==> config.mk <==
export PLATFORM = sky130hd
export DESIGN_NAME = register_change_decoder
export DESIGN_NICKNAME = d
export VERILOG_FILES = /design/src/core/regchg_pkg.sv /design/src/core/regchg_dec_if.sv /design/src/core/opcode_match.sv /design/src/core/register_change_decoder.sv
export VERILOG_INCLUDE_DIRS = /design/src /design/src/core
export SDC_FILE = /design/constraint.sdc
export NUM_CORES = 1
export LEC_CHECK = 0
export BUFFER_PORTS_ARGS = -buffer_cell sky130_fd_sc_hd__buf_2
export CAP_MARGIN = 10
export CORE_UTILIZATION = 40
export DETAILED_ROUTE_END_ITERATION = 7
export PLACE_DENSITY = 0.66
export SLEW_MARGIN = 20
export SYNTH_ARGS = -nofsm -noshare
export SYNTH_HDL_FRONTEND = slang
export SYNTH_SLANG_ARGS = --single-unit
==> constraint.sdc <==
create_clock -name core_clk_i -period 6.6 [get_ports core_clk_i]
set_clock_uncertainty 0.2 [all_clocks]
set_input_delay 0 -clock core_clk_i [delete_from_list [all_inputs] [get_ports core_clk_i]]
set_output_delay 0 -clock core_clk_i [all_outputs]
set_load 0.01 [all_outputs]
==> src/core/regchg_regs.svh <==
// constants for the register-change decoder: opcodes, values, reset values
//
// Contract
// - opcode 0210 replaces accumulator with its ones complement; index unchanged.
// - opcode 0528 loads index with plus one.
// - opcode 0008 loads index with minus one (all ones).
// - opcode 0408 replaces index with its ones complement.
// - 13C0 copies accumulator lsb into flag; 13A0 copies index lsb.
// - opcode 0118 clears accumulator and index together.
// - opcode 0358 loads accumulator and index with plus one.
// - opcode 0018 loads accumulator and index with minus one.
// - opcode 0208 puts ones complement of accumulator in index.
// - opcode 0410 puts ones complement of index in accumulator.
// - opcode 0308 puts negated accumulator in index.
// - opcode 0510 puts negated index in accumulator.
// - opcode 0148 puts accumulator plus one in index.
// - opcode 0130 puts index plus one in accumulator.
// - opcode 0090 puts program counter plus one in index.
// - opcode 00C8 puts accumulator minus one in index.
// - extended variant, 0218 fetches and executes the word addressed by index.
// - opcode 1C05 loads accumulator from console data, then halts.
// - opcode 5804 loads accumulator from console data, no halt.
// - opcode 5801 loads accumulator from console sense register.
// - opcode 1C09 loads index from console data, then halts.
// - 4404 writes accumulator to console data; 1C10 writes location, halts.
`ifndef REGCHG_REGS_SVH
`define REGCHG_REGS_SVH
`define RC_W 16
`define OPC_ONES_COMP_ACC 16'h0210
`define OPC_INDEX_SET_PLUS_ONE 16'h0528
`define OPC_INDEX_SET_MINUS_ONE 16'h0008
`define OPC_INDEX_ONES_COMP 16'h0408
`define OPC_ACC_LSB_TO_FLAG 16'h13c0
`define OPC_INDEX_LSB_TO_FLAG 16'h13a0
`define OPC_CLEAR_BOTH_REGS 16'h0118
`define OPC_BOTH_REGS_PLUS_ONE 16'h0358
`define OPC_BOTH_REGS_MINUS_ONE 16'h0018
`define OPC_ACC_COMP_INTO_INDEX 16'h0208
`define OPC_INDEX_COMP_INTO_ACC 16'h0410
`define OPC_ACC_NEG_INTO_INDEX 16'h0308
`define OPC_INDEX_NEG_INTO_ACC 16'h0510
`define OPC_ACC_INC_INTO_INDEX 16'h0148
`define OPC_INDEX_INC_INTO_ACC 16'h0130
`define OPC_PC_INC_INTO_INDEX 16'h0090
`define OPC_ACC_DEC_INTO_INDEX 16'h00c8
`define OPC_EXECUTE_VIA_INDEX 16'h0218
`define OPC_CONSOLE_TO_ACC_HALT 16'h1c05
`define OPC_CONSOLE_DATA_TO_ACC 16'h5804
`define OPC_CONSOLE_SENSE_TO_ACC 16'h5801
`define OPC_CONSOLE_TO_INDEX_HALT 16'h1c09
`define OPC_ACC_TO_CONSOLE_DATA 16'h4404
`define OPC_LOCATION_TO_CONSOLE_HALT 16'h1c10
`define VAL_ZERO 16'h0000
`define VAL_ONE 16'h0001
`define VAL_ALL_ONES 16'hffff
`define RST_WORD 16'h0000
`define RST_FLAG 1'b0
`define LSB_POS 0
`endif

==> src/core/regchg_pkg.sv <==
// types shared by the register-change decoder modules
package regchg_pkg;
  typedef logic [15:0] word_t;
  typedef enum logic [4:0] {
    op_ones_comp_acc, op_index_set_plus_one, op_index_set_minus_one,
    op_index_ones_comp, op_acc_lsb_to_flag, op_index_lsb_to_flag,
    op_clear_both_regs, op_both_regs_plus_one, op_both_regs_minus_one,
    op_acc_comp_into_index, op_index_comp_into_acc, op_acc_neg_into_index,
    op_index_neg_into_acc, op_acc_inc_into_index, op_index_inc_into_acc,
    op_pc_inc_into_index, op_acc_dec_into_index, op_execute_via_index,
    op_console_to_acc_halt, op_console_data_to_acc, op_console_sense_to_acc,
    op_console_to_index_halt, op_acc_to_console_data,
    op_location_to_console_halt, op_unknown
  } op_e;
  typedef enum logic [1:0] {
    st_idle, st_fetch_target, st_halted
  } state_e;
endpackage

==> src/core/regchg_dec_if.sv <==
// carrier between the control module and the opcode matcher
`timescale 1ns/1ps
interface regchg_dec_if;
  import regchg_pkg::*;
  word_t word;
  op_e op;
  // matcher side
  modport dec (
    input word,
    output op
  );
  // control side
  modport ctl (
    output word,
    input op
  );
endinterface // regchg_dec_if

==> src/core/opcode_match.sv <==
// opcode matcher: exact skeleton compare, one operation out
`timescale 1ns/1ps
`include "regchg_regs.svh"
module opcode_match #(
  parameter bit EXTENDED_EN = 1'b1
) (
  // instruction word in, operation out
  regchg_dec_if.dec dif
);
  import regchg_pkg::*;

  // full-word match; skeletons with illegible codes are simply not matched
  always_comb begin
    unique case (dif.word)
      `OPC_ONES_COMP_ACC: dif.op = op_ones_comp_acc;
      `OPC_INDEX_SET_PLUS_ONE: dif.op = op_index_set_plus_one;
      `OPC_INDEX_SET_MINUS_ONE: dif.op = op_index_set_minus_one;
      `OPC_INDEX_ONES_COMP: dif.op = op_index_ones_comp;
      `OPC_ACC_LSB_TO_FLAG: dif.op = op_acc_lsb_to_flag;
      `OPC_INDEX_LSB_TO_FLAG: dif.op = op_index_lsb_to_flag;
      `OPC_CLEAR_BOTH_REGS: dif.op = op_clear_both_regs;
      `OPC_BOTH_REGS_PLUS_ONE: dif.op = op_both_regs_plus_one;
      `OPC_BOTH_REGS_MINUS_ONE: dif.op = op_both_regs_minus_one;
      `OPC_ACC_COMP_INTO_INDEX: dif.op = op_acc_comp_into_index;
      `OPC_INDEX_COMP_INTO_ACC: dif.op = op_index_comp_into_acc;
      `OPC_ACC_NEG_INTO_INDEX: dif.op = op_acc_neg_into_index;
      `OPC_INDEX_NEG_INTO_ACC: dif.op = op_index_neg_into_acc;
      `OPC_ACC_INC_INTO_INDEX: dif.op = op_acc_inc_into_index;
      `OPC_INDEX_INC_INTO_ACC: dif.op = op_index_inc_into_acc;
      `OPC_PC_INC_INTO_INDEX: dif.op = op_pc_inc_into_index;
      `OPC_ACC_DEC_INTO_INDEX: dif.op = op_acc_dec_into_index;
      // only the extended variant knows the indirect execute
      `OPC_EXECUTE_VIA_INDEX: dif.op = EXTENDED_EN ? op_execute_via_index : op_unknown;
      `OPC_CONSOLE_TO_ACC_HALT: dif.op = op_console_to_acc_halt;
      `OPC_CONSOLE_DATA_TO_ACC: dif.op = op_console_data_to_acc;
      `OPC_CONSOLE_SENSE_TO_ACC: dif.op = op_console_sense_to_acc;
      `OPC_CONSOLE_TO_INDEX_HALT: dif.op = op_console_to_index_halt;
      `OPC_ACC_TO_CONSOLE_DATA: dif.op = op_acc_to_console_data;
      `OPC_LOCATION_TO_CONSOLE_HALT: dif.op = op_location_to_console_halt;
      default: dif.op = op_unknown;
    endcase
  end
endmodule // opcode_match

==> src/core/register_change_decoder.sv <==
// register-change instruction executor: accumulator, index, flag, console data
`timescale 1ns/1ps
`include "regchg_regs.svh"
module register_change_decoder #(
  parameter bit EXTENDED_EN = 1'b1
) (
  // clock and reset
  input wire logic core_clk_i,
  input wire logic rst_n_i,
  // instruction from fetch
  input wire logic instr_valid_i,
  input wire regchg_pkg::word_t instr_i,
  input wire regchg_pkg::word_t instr_loc_i,
  input wire regchg_pkg::word_t pc_i,
  output logic instr_ready_o,
  output logic retire_o,
  output logic unknown_o,
  // indirect target fetch
  output logic target_req_o,
  output regchg_pkg::word_t target_addr_o,
  input wire logic target_valid_i,
  input wire regchg_pkg::word_t target_word_i,
  // operator console
  input wire regchg_pkg::word_t console_sense_i,
  input wire logic console_load_i,
  input wire regchg_pkg::word_t console_value_i,
  input wire logic resume_i,
  output regchg_pkg::word_t console_data_o,
  output logic halted_o,
  // register file view
  output regchg_pkg::word_t acc_o,
  output regchg_pkg::word_t index_o,
  output logic arith_excess_flag_o
);
  import regchg_pkg::*;

  //////////////////////////////////////////////////////////////////////////
  // helpers

  // increment, shared by negate and the three increment forms
  function automatic word_t add_one(input word_t v);
    add_one = word_t'(v + `VAL_ONE);
  endfunction

  // two's complement negation
  function automatic word_t negate(input word_t v);
    negate = add_one(~v);
  endfunction

  //////////////////////////////////////////////////////////////////////////
  // reset release

  logic rst_meta_ff;
  logic rst_sync_ff;
  logic rst_sync_n;

  // async assert, release through two flops
  always_ff @(posedge core_clk_i or negedge rst_n_i) begin
    if (!rst_n_i) begin
      rst_meta_ff <= 1'b0;
      rst_sync_ff <= 1'b0;
    end else begin
      rst_meta_ff <= 1'b1;
      rst_sync_ff <= rst_meta_ff;
    end
  end
  assign rst_sync_n = rst_sync_ff;

  //////////////////////////////////////////////////////////////////////////
  // state

  state_e state_ff;
  state_e nxt_state;
  word_t acc_ff;
  word_t nxt_acc;
  word_t index_ff;
  word_t nxt_index;
  logic flag_ff;
  logic nxt_flag;
  word_t console_ff;
  word_t nxt_console;
  word_t ctx_pc_ff;
  word_t ctx_loc_ff;
  logic ready_ff;
  logic nxt_ready;
  logic retire_ff;
  logic unknown_ff;
  logic halted_ff;
  logic target_req_ff;
  word_t target_addr_ff;

  logic take;
  logic exec_go;
  word_t exec_word;
  word_t exec_pc;
  word_t exec_loc;
  logic halt_req;
  logic fetch_req;
  logic is_unknown;

  //////////////////////////////////////////////////////////////////////////
  // decode

  regchg_dec_if dif ();

  opcode_match #(
    .EXTENDED_EN(EXTENDED_EN)
  ) u_match (
    .dif(dif)
  );

  // a new word is taken only when ready was offered
  assign take = (state_ff == st_idle) && ready_ff && instr_valid_i;
  // the indirect target runs in place of a fresh fetch
  assign exec_go = take || ((state_ff == st_fetch_target) && target_valid_i);
  assign exec_word = (state_ff == st_fetch_target) ? target_word_i : instr_i;
  // the target keeps the context of the instruction that pointed at it
  assign exec_pc = (state_ff == st_fetch_target) ? ctx_pc_ff : pc_i;
  assign exec_loc = (state_ff == st_fetch_target) ? ctx_loc_ff : instr_loc_i;
  assign dif.word = exec_word;

  //////////////////////////////////////////////////////////////////////////
  // datapath next values

  // every destination defaults to its own value; only named ones move
  always_comb begin
    nxt_acc = acc_ff;
    nxt_index = index_ff;
    nxt_flag = flag_ff;
    nxt_console = console_ff;
    halt_req = 1'b0;
    fetch_req = 1'b0;
    is_unknown = 1'b0;
    if (exec_go) begin
      unique case (dif.op)
        op_ones_comp_acc: nxt_acc = ~acc_ff;
        op_index_set_plus_one: nxt_index = `VAL_ONE;
        op_index_set_minus_one: nxt_index = `VAL_ALL_ONES;
        op_index_ones_comp: nxt_index = ~index_ff;
        op_acc_lsb_to_flag: nxt_flag = acc_ff[`LSB_POS];
        op_index_lsb_to_flag: nxt_flag = index_ff[`LSB_POS];
        op_clear_both_regs: begin
          nxt_acc = `VAL_ZERO;
          nxt_index = `VAL_ZERO;
        end
        op_both_regs_plus_one: begin
          nxt_acc = `VAL_ONE;
          nxt_index = `VAL_ONE;
        end
        op_both_regs_minus_one: begin
          nxt_acc = `VAL_ALL_ONES;
          nxt_index = `VAL_ALL_ONES;
        end
        op_acc_comp_into_index: nxt_index = ~acc_ff;
        op_index_comp_into_acc: nxt_acc = ~index_ff;
        op_acc_neg_into_index: nxt_index = negate(acc_ff);
        op_index_neg_into_acc: nxt_acc = negate(index_ff);
        op_acc_inc_into_index: nxt_index = add_one(acc_ff);
        op_index_inc_into_acc: nxt_acc = add_one(index_ff);
        op_pc_inc_into_index: nxt_index = add_one(exec_pc);
        op_acc_dec_into_index: nxt_index = word_t'(acc_ff - `VAL_ONE);
        op_execute_via_index: fetch_req = 1'b1;
        op_console_to_acc_halt: begin
          nxt_acc = console_ff;
          halt_req = 1'b1;
        end
        op_console_data_to_acc: nxt_acc = console_ff;
        op_console_sense_to_acc: nxt_acc = console_sense_i;
        op_console_to_index_halt: begin
          nxt_index = console_ff;
          halt_req = 1'b1;
        end
        op_acc_to_console_data: nxt_console = acc_ff;
        op_location_to_console_halt: begin
          nxt_console = exec_loc;
          halt_req = 1'b1;
        end
        op_unknown: is_unknown = 1'b1;
      endcase
    end else if (console_load_i) begin
      // operator entry only lands when no instruction executes this cycle
      nxt_console = console_value_i;
    end
  end

  //////////////////////////////////////////////////////////////////////////
  // sequencing

  // halt and indirect fetch hold off the next instruction
  always_comb begin
    nxt_state = state_ff;
    unique case (state_ff)
      st_idle: begin
        if (exec_go && halt_req) begin
          nxt_state = st_halted;
        end else if (exec_go && fetch_req) begin
          nxt_state = st_fetch_target;
        end
      end
      st_fetch_target: begin
        if (exec_go && halt_req) begin
          nxt_state = st_halted;
        end else if (exec_go && !fetch_req) begin
          nxt_state = st_idle;
        end
      end
      st_halted: begin
        if (resume_i) begin
          nxt_state = st_idle;
        end
      end
    endcase
  end

  // ready falls for at least one cycle after a take so updates land first
  assign nxt_ready = (nxt_state == st_idle) && !exec_go;

  always_ff @(posedge core_clk_i or negedge rst_sync_n) begin
    if (!rst_sync_n) begin
      state_ff <= st_idle;
    end else begin
      state_ff <= nxt_state;
    end
  end

  //////////////////////////////////////////////////////////////////////////
  // architectural registers

  // all destinations of one instruction load on the same edge
  always_ff @(posedge core_clk_i or negedge rst_sync_n) begin
    if (!rst_sync_n) begin
      acc_ff <= `RST_WORD;
      index_ff <= `RST_WORD;
    end else begin
      acc_ff <= nxt_acc;
      index_ff <= nxt_index;
    end
  end

  // flag moves only on the two lsb-copy operations
  always_ff @(posedge core_clk_i or negedge rst_sync_n) begin
    if (!rst_sync_n) begin
      flag_ff <= `RST_FLAG;
    end else begin
      flag_ff <= nxt_flag;
    end
  end

  // console data: instruction output or operator entry
  always_ff @(posedge core_clk_i or negedge rst_sync_n) begin
    if (!rst_sync_n) begin
      console_ff <= `RST_WORD;
    end else begin
      console_ff <= nxt_console;
    end
  end

  //////////////////////////////////////////////////////////////////////////
  // indirect execute

  // context is kept so a pointed-at word sees the pointer's location
  always_ff @(posedge core_clk_i or negedge rst_sync_n) begin
    if (!rst_sync_n) begin
      ctx_pc_ff <= `RST_WORD;
      ctx_loc_ff <= `RST_WORD;
    end else if (take) begin
      ctx_pc_ff <= pc_i;
      ctx_loc_ff <= instr_loc_i;
    end
  end

  // request stays up until the target word arrives; a chained pointer
  // re-requests using the index value of that same edge
  always_ff @(posedge core_clk_i or negedge rst_sync_n) begin
    if (!rst_sync_n) begin
      target_req_ff <= 1'b0;
      target_addr_ff <= `RST_WORD;
    end else begin
      target_req_ff <= (nxt_state == st_fetch_target);
      if (exec_go && fetch_req) begin
        target_addr_ff <= index_ff;
      end
    end
  end

  //////////////////////////////////////////////////////////////////////////
  // handshake and status

  always_ff @(posedge core_clk_i or negedge rst_sync_n) begin
    if (!rst_sync_n) begin
      ready_ff <= 1'b0;
    end else begin
      ready_ff <= nxt_ready;
    end
  end

  // retire marks the edge on which the results became visible
  always_ff @(posedge core_clk_i or negedge rst_sync_n) begin
    if (!rst_sync_n) begin
      retire_ff <= 1'b0;
      unknown_ff <= 1'b0;
    end else begin
      retire_ff <= exec_go && !fetch_req;
      unknown_ff <= exec_go && is_unknown;
    end
  end

  always_ff @(posedge core_clk_i or negedge rst_sync_n) begin
    if (!rst_sync_n) begin
      halted_ff <= 1'b0;
    end else begin
      halted_ff <= (nxt_state == st_halted);
    end
  end

  //////////////////////////////////////////////////////////////////////////
  // outputs

  assign instr_ready_o = ready_ff;
  assign retire_o = retire_ff;
  assign unknown_o = unknown_ff;
  assign target_req_o = target_req_ff;
  assign target_addr_o = target_addr_ff;
  assign console_data_o = console_ff;
  assign halted_o = halted_ff;
  assign acc_o = acc_ff;
  assign index_o = index_ff;
  assign arith_excess_flag_o = flag_ff;
endmodule // register_change_decoder

== Word-level counts from Yosys, hierarchy flattened ==
Index checks and enable logic that the tools add are counted.
Storage, ports and cells
  register bits: 106
  latch bits: 0
  RAM bits: 0
  bits in read-only memories: 0
  input port bits: 102
  word-level logic and storage cells: 124
  memories: 0
Cells by class
  add/subtract/negate cells: 6
  $mul: 0
  div/mod/pow operators: 0
  magnitude comparators: 0
  equality and inequality tests: 53
  shift operators: 0
  mux-type cells: 22
  bitwise logic cells: 2
  reduce and logical (&&, ||, !) cells: 26
Operators by type and width (number)
  16-bit one-hot mux with 10 select lines: 1
  16-bit one-hot mux with 9 select lines: 1
  5-bit one-hot mux with 24 select lines: 1
  16-bit by 1-bit adder with 16-bit output (second input constant): 5
  16-bit by 10-bit == test with 1-bit output (second input constant): 5
  16-bit by 13-bit == test with 1-bit output (second input constant): 5
  16-bit 2-to-1 mux: 5
  16-bit by 11-bit == test with 1-bit output (second input constant): 4
  16-bit by 15-bit == test with 1-bit output (second input constant): 3
  16-bit by 9-bit == test with 1-bit output (second input constant): 3
  5-bit == test (second input constant): 9
  5-bit by 4-bit == test with 1-bit output (second input constant): 8
  16-bit by 8-bit == test with 1-bit output (second input constant): 2
  16-bit inverter: 2
  16-bit one-hot mux with 2 select lines: 1
  5-bit by 3-bit == test with 1-bit output (second input constant): 4
  16-bit by 4-bit == test with 1-bit output (second input constant): 1
  16-bit by 5-bit == test with 1-bit output (second input constant): 1
  16-bit by 1-bit subtractor with 16-bit output (second input constant): 1
  5-bit by 2-bit == test with 1-bit output (second input constant): 2
  2-bit 2-to-1 mux: 5
  10-bit nonzero test: 1
  9-bit nonzero test: 1
  1-bit logical AND: 8
  15 further kinds: 30

== Logic depth before layout (Yosys ltp) ==
  depth in word-level cells: 14
  gate-level depth with buffers: 23
  depth with buffers taken out: 16

== Modules after synthesis ==
A second synthesis with hierarchy kept.
Second synthesis, totals
  cells, all modules: 1034
  area, all modules: 8461.9 sq um
Modules (own cells, without submodules)
  register_change_decoder: instances 1, cells an instance 950, area each 7920.1 sq um, seq. area each 2652.5 sq um
  opcode_match: instances 1, cells an instance 84, area each 541.8 sq um, seq. area each 0.0 sq um

== Worst setup path after synthesis ==
Ideal clock, no wire load.
  path kind: register to register
  start point: reg state_ff[1]
  end point: reg index_ff[10], in the netlist index_o[10]
  library setup time: 0.125 ns
  data arrival time: 4.435 ns
  slack: 1.840 ns
  cell stages (with the launch flop): 23
  clock period less this slack: 4.760 ns
  path through: dfrtp_1 -> inv_1 -> ha_1 -> buf_6 -> buf_6 -> buf_2 -> buf_2 -> buf_2 -> buf_2 -> buf_1 -> clkbuf_1 -> buf_2 -> mux2i_1 -> a21oi_1 -> ha_1 -> clkbuf_1 -> and4_1 -> xnor2_1 -> a32oi_1 -> o21ai_0 -> a221oi_1 -> a22oi_1 -> mux2_4
On the way
  word-level cells in the longest chain between the ends: 8
  elaborated cells on any way between the ends: 51
Ends and longest elaborated chain
  from (decl): line register_change_decoder.sv:72  | state_e state_ff;
  from (signal assigned): line register_change_decoder.sv:220  | state_ff <= st_idle;
  from (signal assigned): line register_change_decoder.sv:222  | state_ff <= nxt_state;
  2-bit by 1-bit == test with 1-bit output: line register_change_decoder.sv:115, register_change_decoder.sv:116, register_change_decoder.sv:118
  16-bit 2-to-1 mux: line register_change_decoder.sv:116  | assign exec_word = (state_ff == st_fetch_target) ? target_word_i : instr_i;
  16-bit by 13-bit == test with 1-bit output, or another cell as far along: line opcode_match.sv:14  | unique case (dif.word)
  5-bit one-hot mux with 24 select lines: line opcode_match.sv:14
  5-bit by 3-bit == test with 1-bit output, or another cell as far along: line register_change_decoder.sv:135  | unique case (dif.op)
  2-bit OR reduction (no line)
  10-bit nonzero test (no line)
  2-bit AND reduction (no line)
  to (signal assigned): line register_change_decoder.sv:233  | index_ff <= `RST_WORD;
  to (signal assigned): line register_change_decoder.sv:236  | index_ff <= nxt_index;
  to (decl): line register_change_decoder.sv:76  | word_t index_ff;
Several ways; a longest one is shown, not always the timed one.
A chain may end at the register's enable or synchronous reset.

== Worst setup path in the final report ==
  start point: reg state_ff[1]
  end point: reg console_ff[1], in the netlist console_data_o[1]
On the way
  word-level cells in the longest chain between the ends: 7
  elaborated cells on any way between the ends: 40
Ends and longest elaborated chain
  2-bit by 1-bit == test with 1-bit output: line register_change_decoder.sv:115, register_change_decoder.sv:116, register_change_decoder.sv:119
  16-bit 2-to-1 mux: line register_change_decoder.sv:116
  16-bit by 13-bit == test with 1-bit output, or another cell as far along: line opcode_match.sv:14
  5-bit one-hot mux with 24 select lines: line opcode_match.sv:14
  5-bit == test: line register_change_decoder.sv:135
  16-bit one-hot mux with 2 select lines or 3-bit by 1-bit inequality test with 1-bit output (tied branches)
  16-bit 2-to-1 mux or 2-bit AND reduction (tied branches)
  to (signal assigned): line register_change_decoder.sv:252  | console_ff <= `RST_WORD;
  to (signal assigned): line register_change_decoder.sv:254  | console_ff <= nxt_console;
  to (decl): line register_change_decoder.sv:80  | word_t console_ff;
Several ways; a longest one is shown, not always the timed one.

==> impl_summary.log <==
[metrics] sequential fraction of design power: 47.5%
[metrics] Std-Cell Rows: 55
[metrics] arrival time at the worst endpoint: roughly 5.8 ns
[metrics] share of power burned in the clock network: between 30% and 40%
[metrics] share of the core filled with cells: between 50% and 60%
[metrics] post-detailed-routing wire length: 35.9 mm
[metrics] maximum fanout along the worst path: between 50 and 60
[metrics] internal portion of total power: about 1.1 mW
[metrics] TritonRoute pass-1 iters: 8
[metrics] clock buffer depth: 2
[metrics] multi-input gate area in the final layout: between 6000 and 7000 sq um
[metrics] portion of total power attributed to combinational logic: between 15 and 20%
[metrics] shortest clock period the worst path allows after layout: about 5.7 ns
[metrics] full die area: between 20000 and 25000 sq um
[metrics] DRC errors left: 0
[metrics] flip-flop and latch area: approximately 2700 sq um
[metrics] routed vias/inst: approximately 6.3
[metrics] run status: finished, final reports clean
[metrics] per-instance average area after synthesis: between 8 and 9 sq um
[metrics] Sink Count: about 110
[metrics] root buffer selected by CTS: sky130_fd_sc_hd__clkbuf_16
[metrics] top flip-flop cell by instance count after synthesis: sky130_fd_sc_hd__dfrtp_1
[metrics] net switching power: around 0.45 mW
[metrics] CP Launch Type: flop
[metrics] warnings from Yosys: 0
[metrics] Fmax achieved: around 0.18 GHz
[metrics] CTS tree: built
[metrics] via count of the routed design: 10175
[metrics] total of flip-flops plus latches after synthesis: 106
[metrics] post-synthesis async set-or-reset flop share: 100%
[metrics] global-route usage over all layers: between 30% and 40%
[metrics] first-pass GRT wire length: roughly 55 mm
[metrics] library cells used by synthesis: 86
[metrics] I/O pin count: 172
[metrics] relative area change from synthesis to final layout: 23.6%
[metrics] combined area of all synthesized cells: 9290 sq um
[metrics] destination of the worst register-to-register timing path: console_data_o[1]
[metrics] clock-pin transition on the worst setup and hold timing paths: about 0.070 ns
[metrics] sum of overflow across all layers after global routing: 0
[metrics] worst setup slack after placement: about 1.1 ns
[metrics] Worst IR Drop VDD: 148 uV
[metrics] PwrDens: ~140 nW/um^2
[metrics] number of endpoints failing setup at the final stage: 0
[metrics] number of CTS-inserted buffers: 9
[metrics] count of cells resized by post-cts repair: 0
[metrics] Core Region: roughly 23000 sq um
[metrics] total chip power: roughly 1.6 mW
[metrics] Hold Path Sink: ctx_pc_ff[9]
[metrics] number of synthesized flops with an enable pin: 0
[metrics] aggregate negative setup slack: 0 ns
[metrics] half-perimeter wire length after detailed placement: between 20 and 30 mm
[metrics] Worst R2R Setup Slack: between 0.8 and 0.9 ns
[metrics] max-slew violations: 0
[metrics] syn_nets: roughly 1200
[metrics] ordered cell list for the critical path: inv_1 > ha_4 > buf_4 > or3b_2 > a222oi_1 > and4_1 > nor3_1 > nor3_1 > a21oi_4 > nand2_1 > o21ai_0 > dlygate4sd3_1
[metrics] Setup CP Type: reg -> reg
[metrics] Final Hold Violating Endpoints: 0
[metrics] crit path capture type: flop
[metrics] most frequent standard cell in the layout excluding fill and tap cells: sky130_fd_sc_hd__buf_2
[metrics] RePlAce Congestion: 1.01
[metrics] number of violations reported at the end of detailed-routing iteration 0: approximately 1200
[metrics] logic depth of the worst path, buffers included: 12
[metrics] WP data required: between 6 and 7 ns
[metrics] leakage: slightly below 5 nW
[metrics] residual antenna-violating net count after detailed routing: 0
[metrics] count of inserted antenna diode cells: 0
[metrics] die extent in y: 154 um
[metrics] worst hold slack: roughly 0.074 ns
[metrics] initial antenna violation count: 0
[metrics] class of the tightest hold or removal check: in -> reg
[metrics] maximum number of pins on one net before global-route repair: just over 60
[metrics] commonest cells after routing, fill and taps aside: sky130_fd_sc_hd__buf_2 (171), sky130_fd_sc_hd__nand2_1 (106), sky130_fd_sc_hd__dfrtp_1 (105)
[metrics] library cell appearing most often on the critical path: sky130_fd_sc_hd__nor3_1
[metrics] setup repair after global routing missed its margin: no
[metrics] Skew-Pair Late Insertion Delay: approximately 0.36 ns
[metrics] Largest stage delay, worst path: ~0.8 ns
[metrics] number of cells produced by synthesis: ~1100
[metrics] sequential area share after synthesis: between 20% and 30%
[metrics] Initial Utilization: about two fifths
[metrics] worst relative slew slack: 38.8%
[metrics] worst reg-to-reg path cell count: 12
[metrics] Post-layout nets: roughly 1400
[metrics] startpoint of the worst register-to-register path: state_ff[1]
[metrics] Hold Crit Start: instr_valid_i
[metrics] FILL cells: ~2200
[metrics] Max H-tree Level: 3
[metrics] max-cap violations: 0
[metrics] Port-buffer cells: roughly 170
[metrics] share of final-layout standard cells stronger than drive strength 1: approximately 22%
[metrics] Horiz. Die Dim: roughly 150 um
[metrics] worst slew pin tran: between 0.9 and 1 ns
[metrics] cell depth of the worst min-delay path: 5
[metrics] share of the clock period used by the worst path after layout: 86.6%
[metrics] switching portion of total power: between 20% and 30%
[metrics] vias in the first global route: about 9800
[metrics] CP bufs+invs: 3
[metrics] cell with the biggest individual delay on the critical path: sky130_fd_sc_hd__and4_1
[metrics] CP delay by family, top: simple AND/OR/NAND/NOR gates
[metrics] wire length per cell: between 20 and 25 um
[metrics] crit path setup slack, layout: 0.888 ns
[kinds of logic (layout without fill, tap and decap cells)]
logic type	after synthesis	after routing	share of synthesized area [%]
buffers and inverters	98	312	4.64
adder cells (fa/ha/maj)	19	19	2.64
AO/OA/AOI/OAI	339	339	24.6
flip-flops	106	106	28.6
AND/OR/NAND/NOR	413	413	24.7
XOR/XNOR	40	40	3.77
other	1	1	0.0404
multiplexers	94	94	11.0
[worst register-to-register path, delay by kind of cell (launching register included)]
kind            cells  cell delay [ns]
fa+ha+maj           1             0.42
buf+inv             3             1.35
compound gates      3             0.74
simple gates        5             2.47
flops               1             0.41
[layout make-up]
cell class / count / area share, %
well taps: 285 / 3.11
clock inverters: 5 / 0.610
clock buffers: 11 / 2.11
repair buffers: 275 / 16.1
inverters: 21 / 0.687
multi-input cells: 906 / 54.3
flip-flops and latches: 106 / 23.1
[how the worst max path moves through the flow]
| stage | slack [ns] | to | from |
|---|---|---|---|
| final | 0.89 | console_data_o[1] | state_ff[1] |
| after detailed placement | 1.09 | index_o[11] | state_ff[1] |
| after floorplan | 1.84 | index_o[10] | state_ff[1] |
| after global placement | 1.08 | index_o[11] | state_ff[1] |
| after CTS | 1.03 | console_data_o[4] | state_ff[1] |
| after global routing | 0.48 | console_data_o[1] | state_ff[1] |
[per-stage QoR]
step	std cells	instance area (sq um)
floorplan	1110	9290
global placement	1510	10300
detailed placement	1510	10300
CTS	1609	11500
global route	1609	11500
finish	1609	11500
[per-layer routing]
metal	track usage, %	wire length (um)	up-vias
li1	-	-	4677
met1	40.2	15100	4840
met2	47.7	16200	568
met3	6.53	3490	90
met4	10.9	1160	0
met5	0	0	-
[cell usage after synthesis (all sizes together) (11+ instances only)]
| cell | instances | area (sq um) |
|---|---|---|
| xnor2 | 28 | 245 |
| nand3b | 15 | 113 |
| inv | 21 | 78.8 |
| a221oi | 14 | 123 |
| a211oi | 32 | 253 |
| buf | 21 | 141 |
| clkbuf | 56 | 210 |
| nor2 | 69 | 259 |
| and4 | 18 | 158 |
| nor3 | 28 | 140 |
| mux2i | 41 | 410 |
| nand2 | 106 | 398 |
| ha | 18 | 225 |
| a21oi | 75 | 375 |
| nand3 | 35 | 175 |
| or3b | 17 | 151 |
| nand4 | 25 | 156 |
| dfrtp | 106 | 2650 |
| or3 | 15 | 93.8 |
| and3 | 11 | 73.8 |
| and2 | 12 | 75.1 |
| o211ai | 15 | 118 |
| mux2 | 53 | 608 |
| nor4 | 15 | 115 |
| o21ai | 81 | 405 |
| a22oi | 23 | 178 |
| xor2 | 12 | 105 |
[state kept, by name (all words and copies together), names as in the netlist, 2 cells and up]
name / cells
target_addr_o: 16
acc_o: 16
console_data_o: 16
state_ff: 2
index_o: 16
ctx_loc_ff: 16
ctx_pc_ff: 16
[power by group through the flow]
| stage | logic (mW) | clock network [mW] | registers (mW) |
|---|---|---|---|
| floorplan | 0.101 | 0 | 0.749 |
| global placement | 0.194 | 0 | 0.761 |
| global route | 0.273 | 0.617 | 0.757 |
| finish | 0.250 | 0.582 | 0.752 |
| detailed placement | 0.197 | 0 | 0.763 |
| CTS | 0.246 | 0.597 | 0.750 |
[timing repair]
item,in CTS,in global routing
hold buffers,83,0
endpoints found under the setup margin,0,0
hold endpoints to repair,70,0
buffers inserted,0,0
No activity file was read; power rests on OpenSTA's default activity.
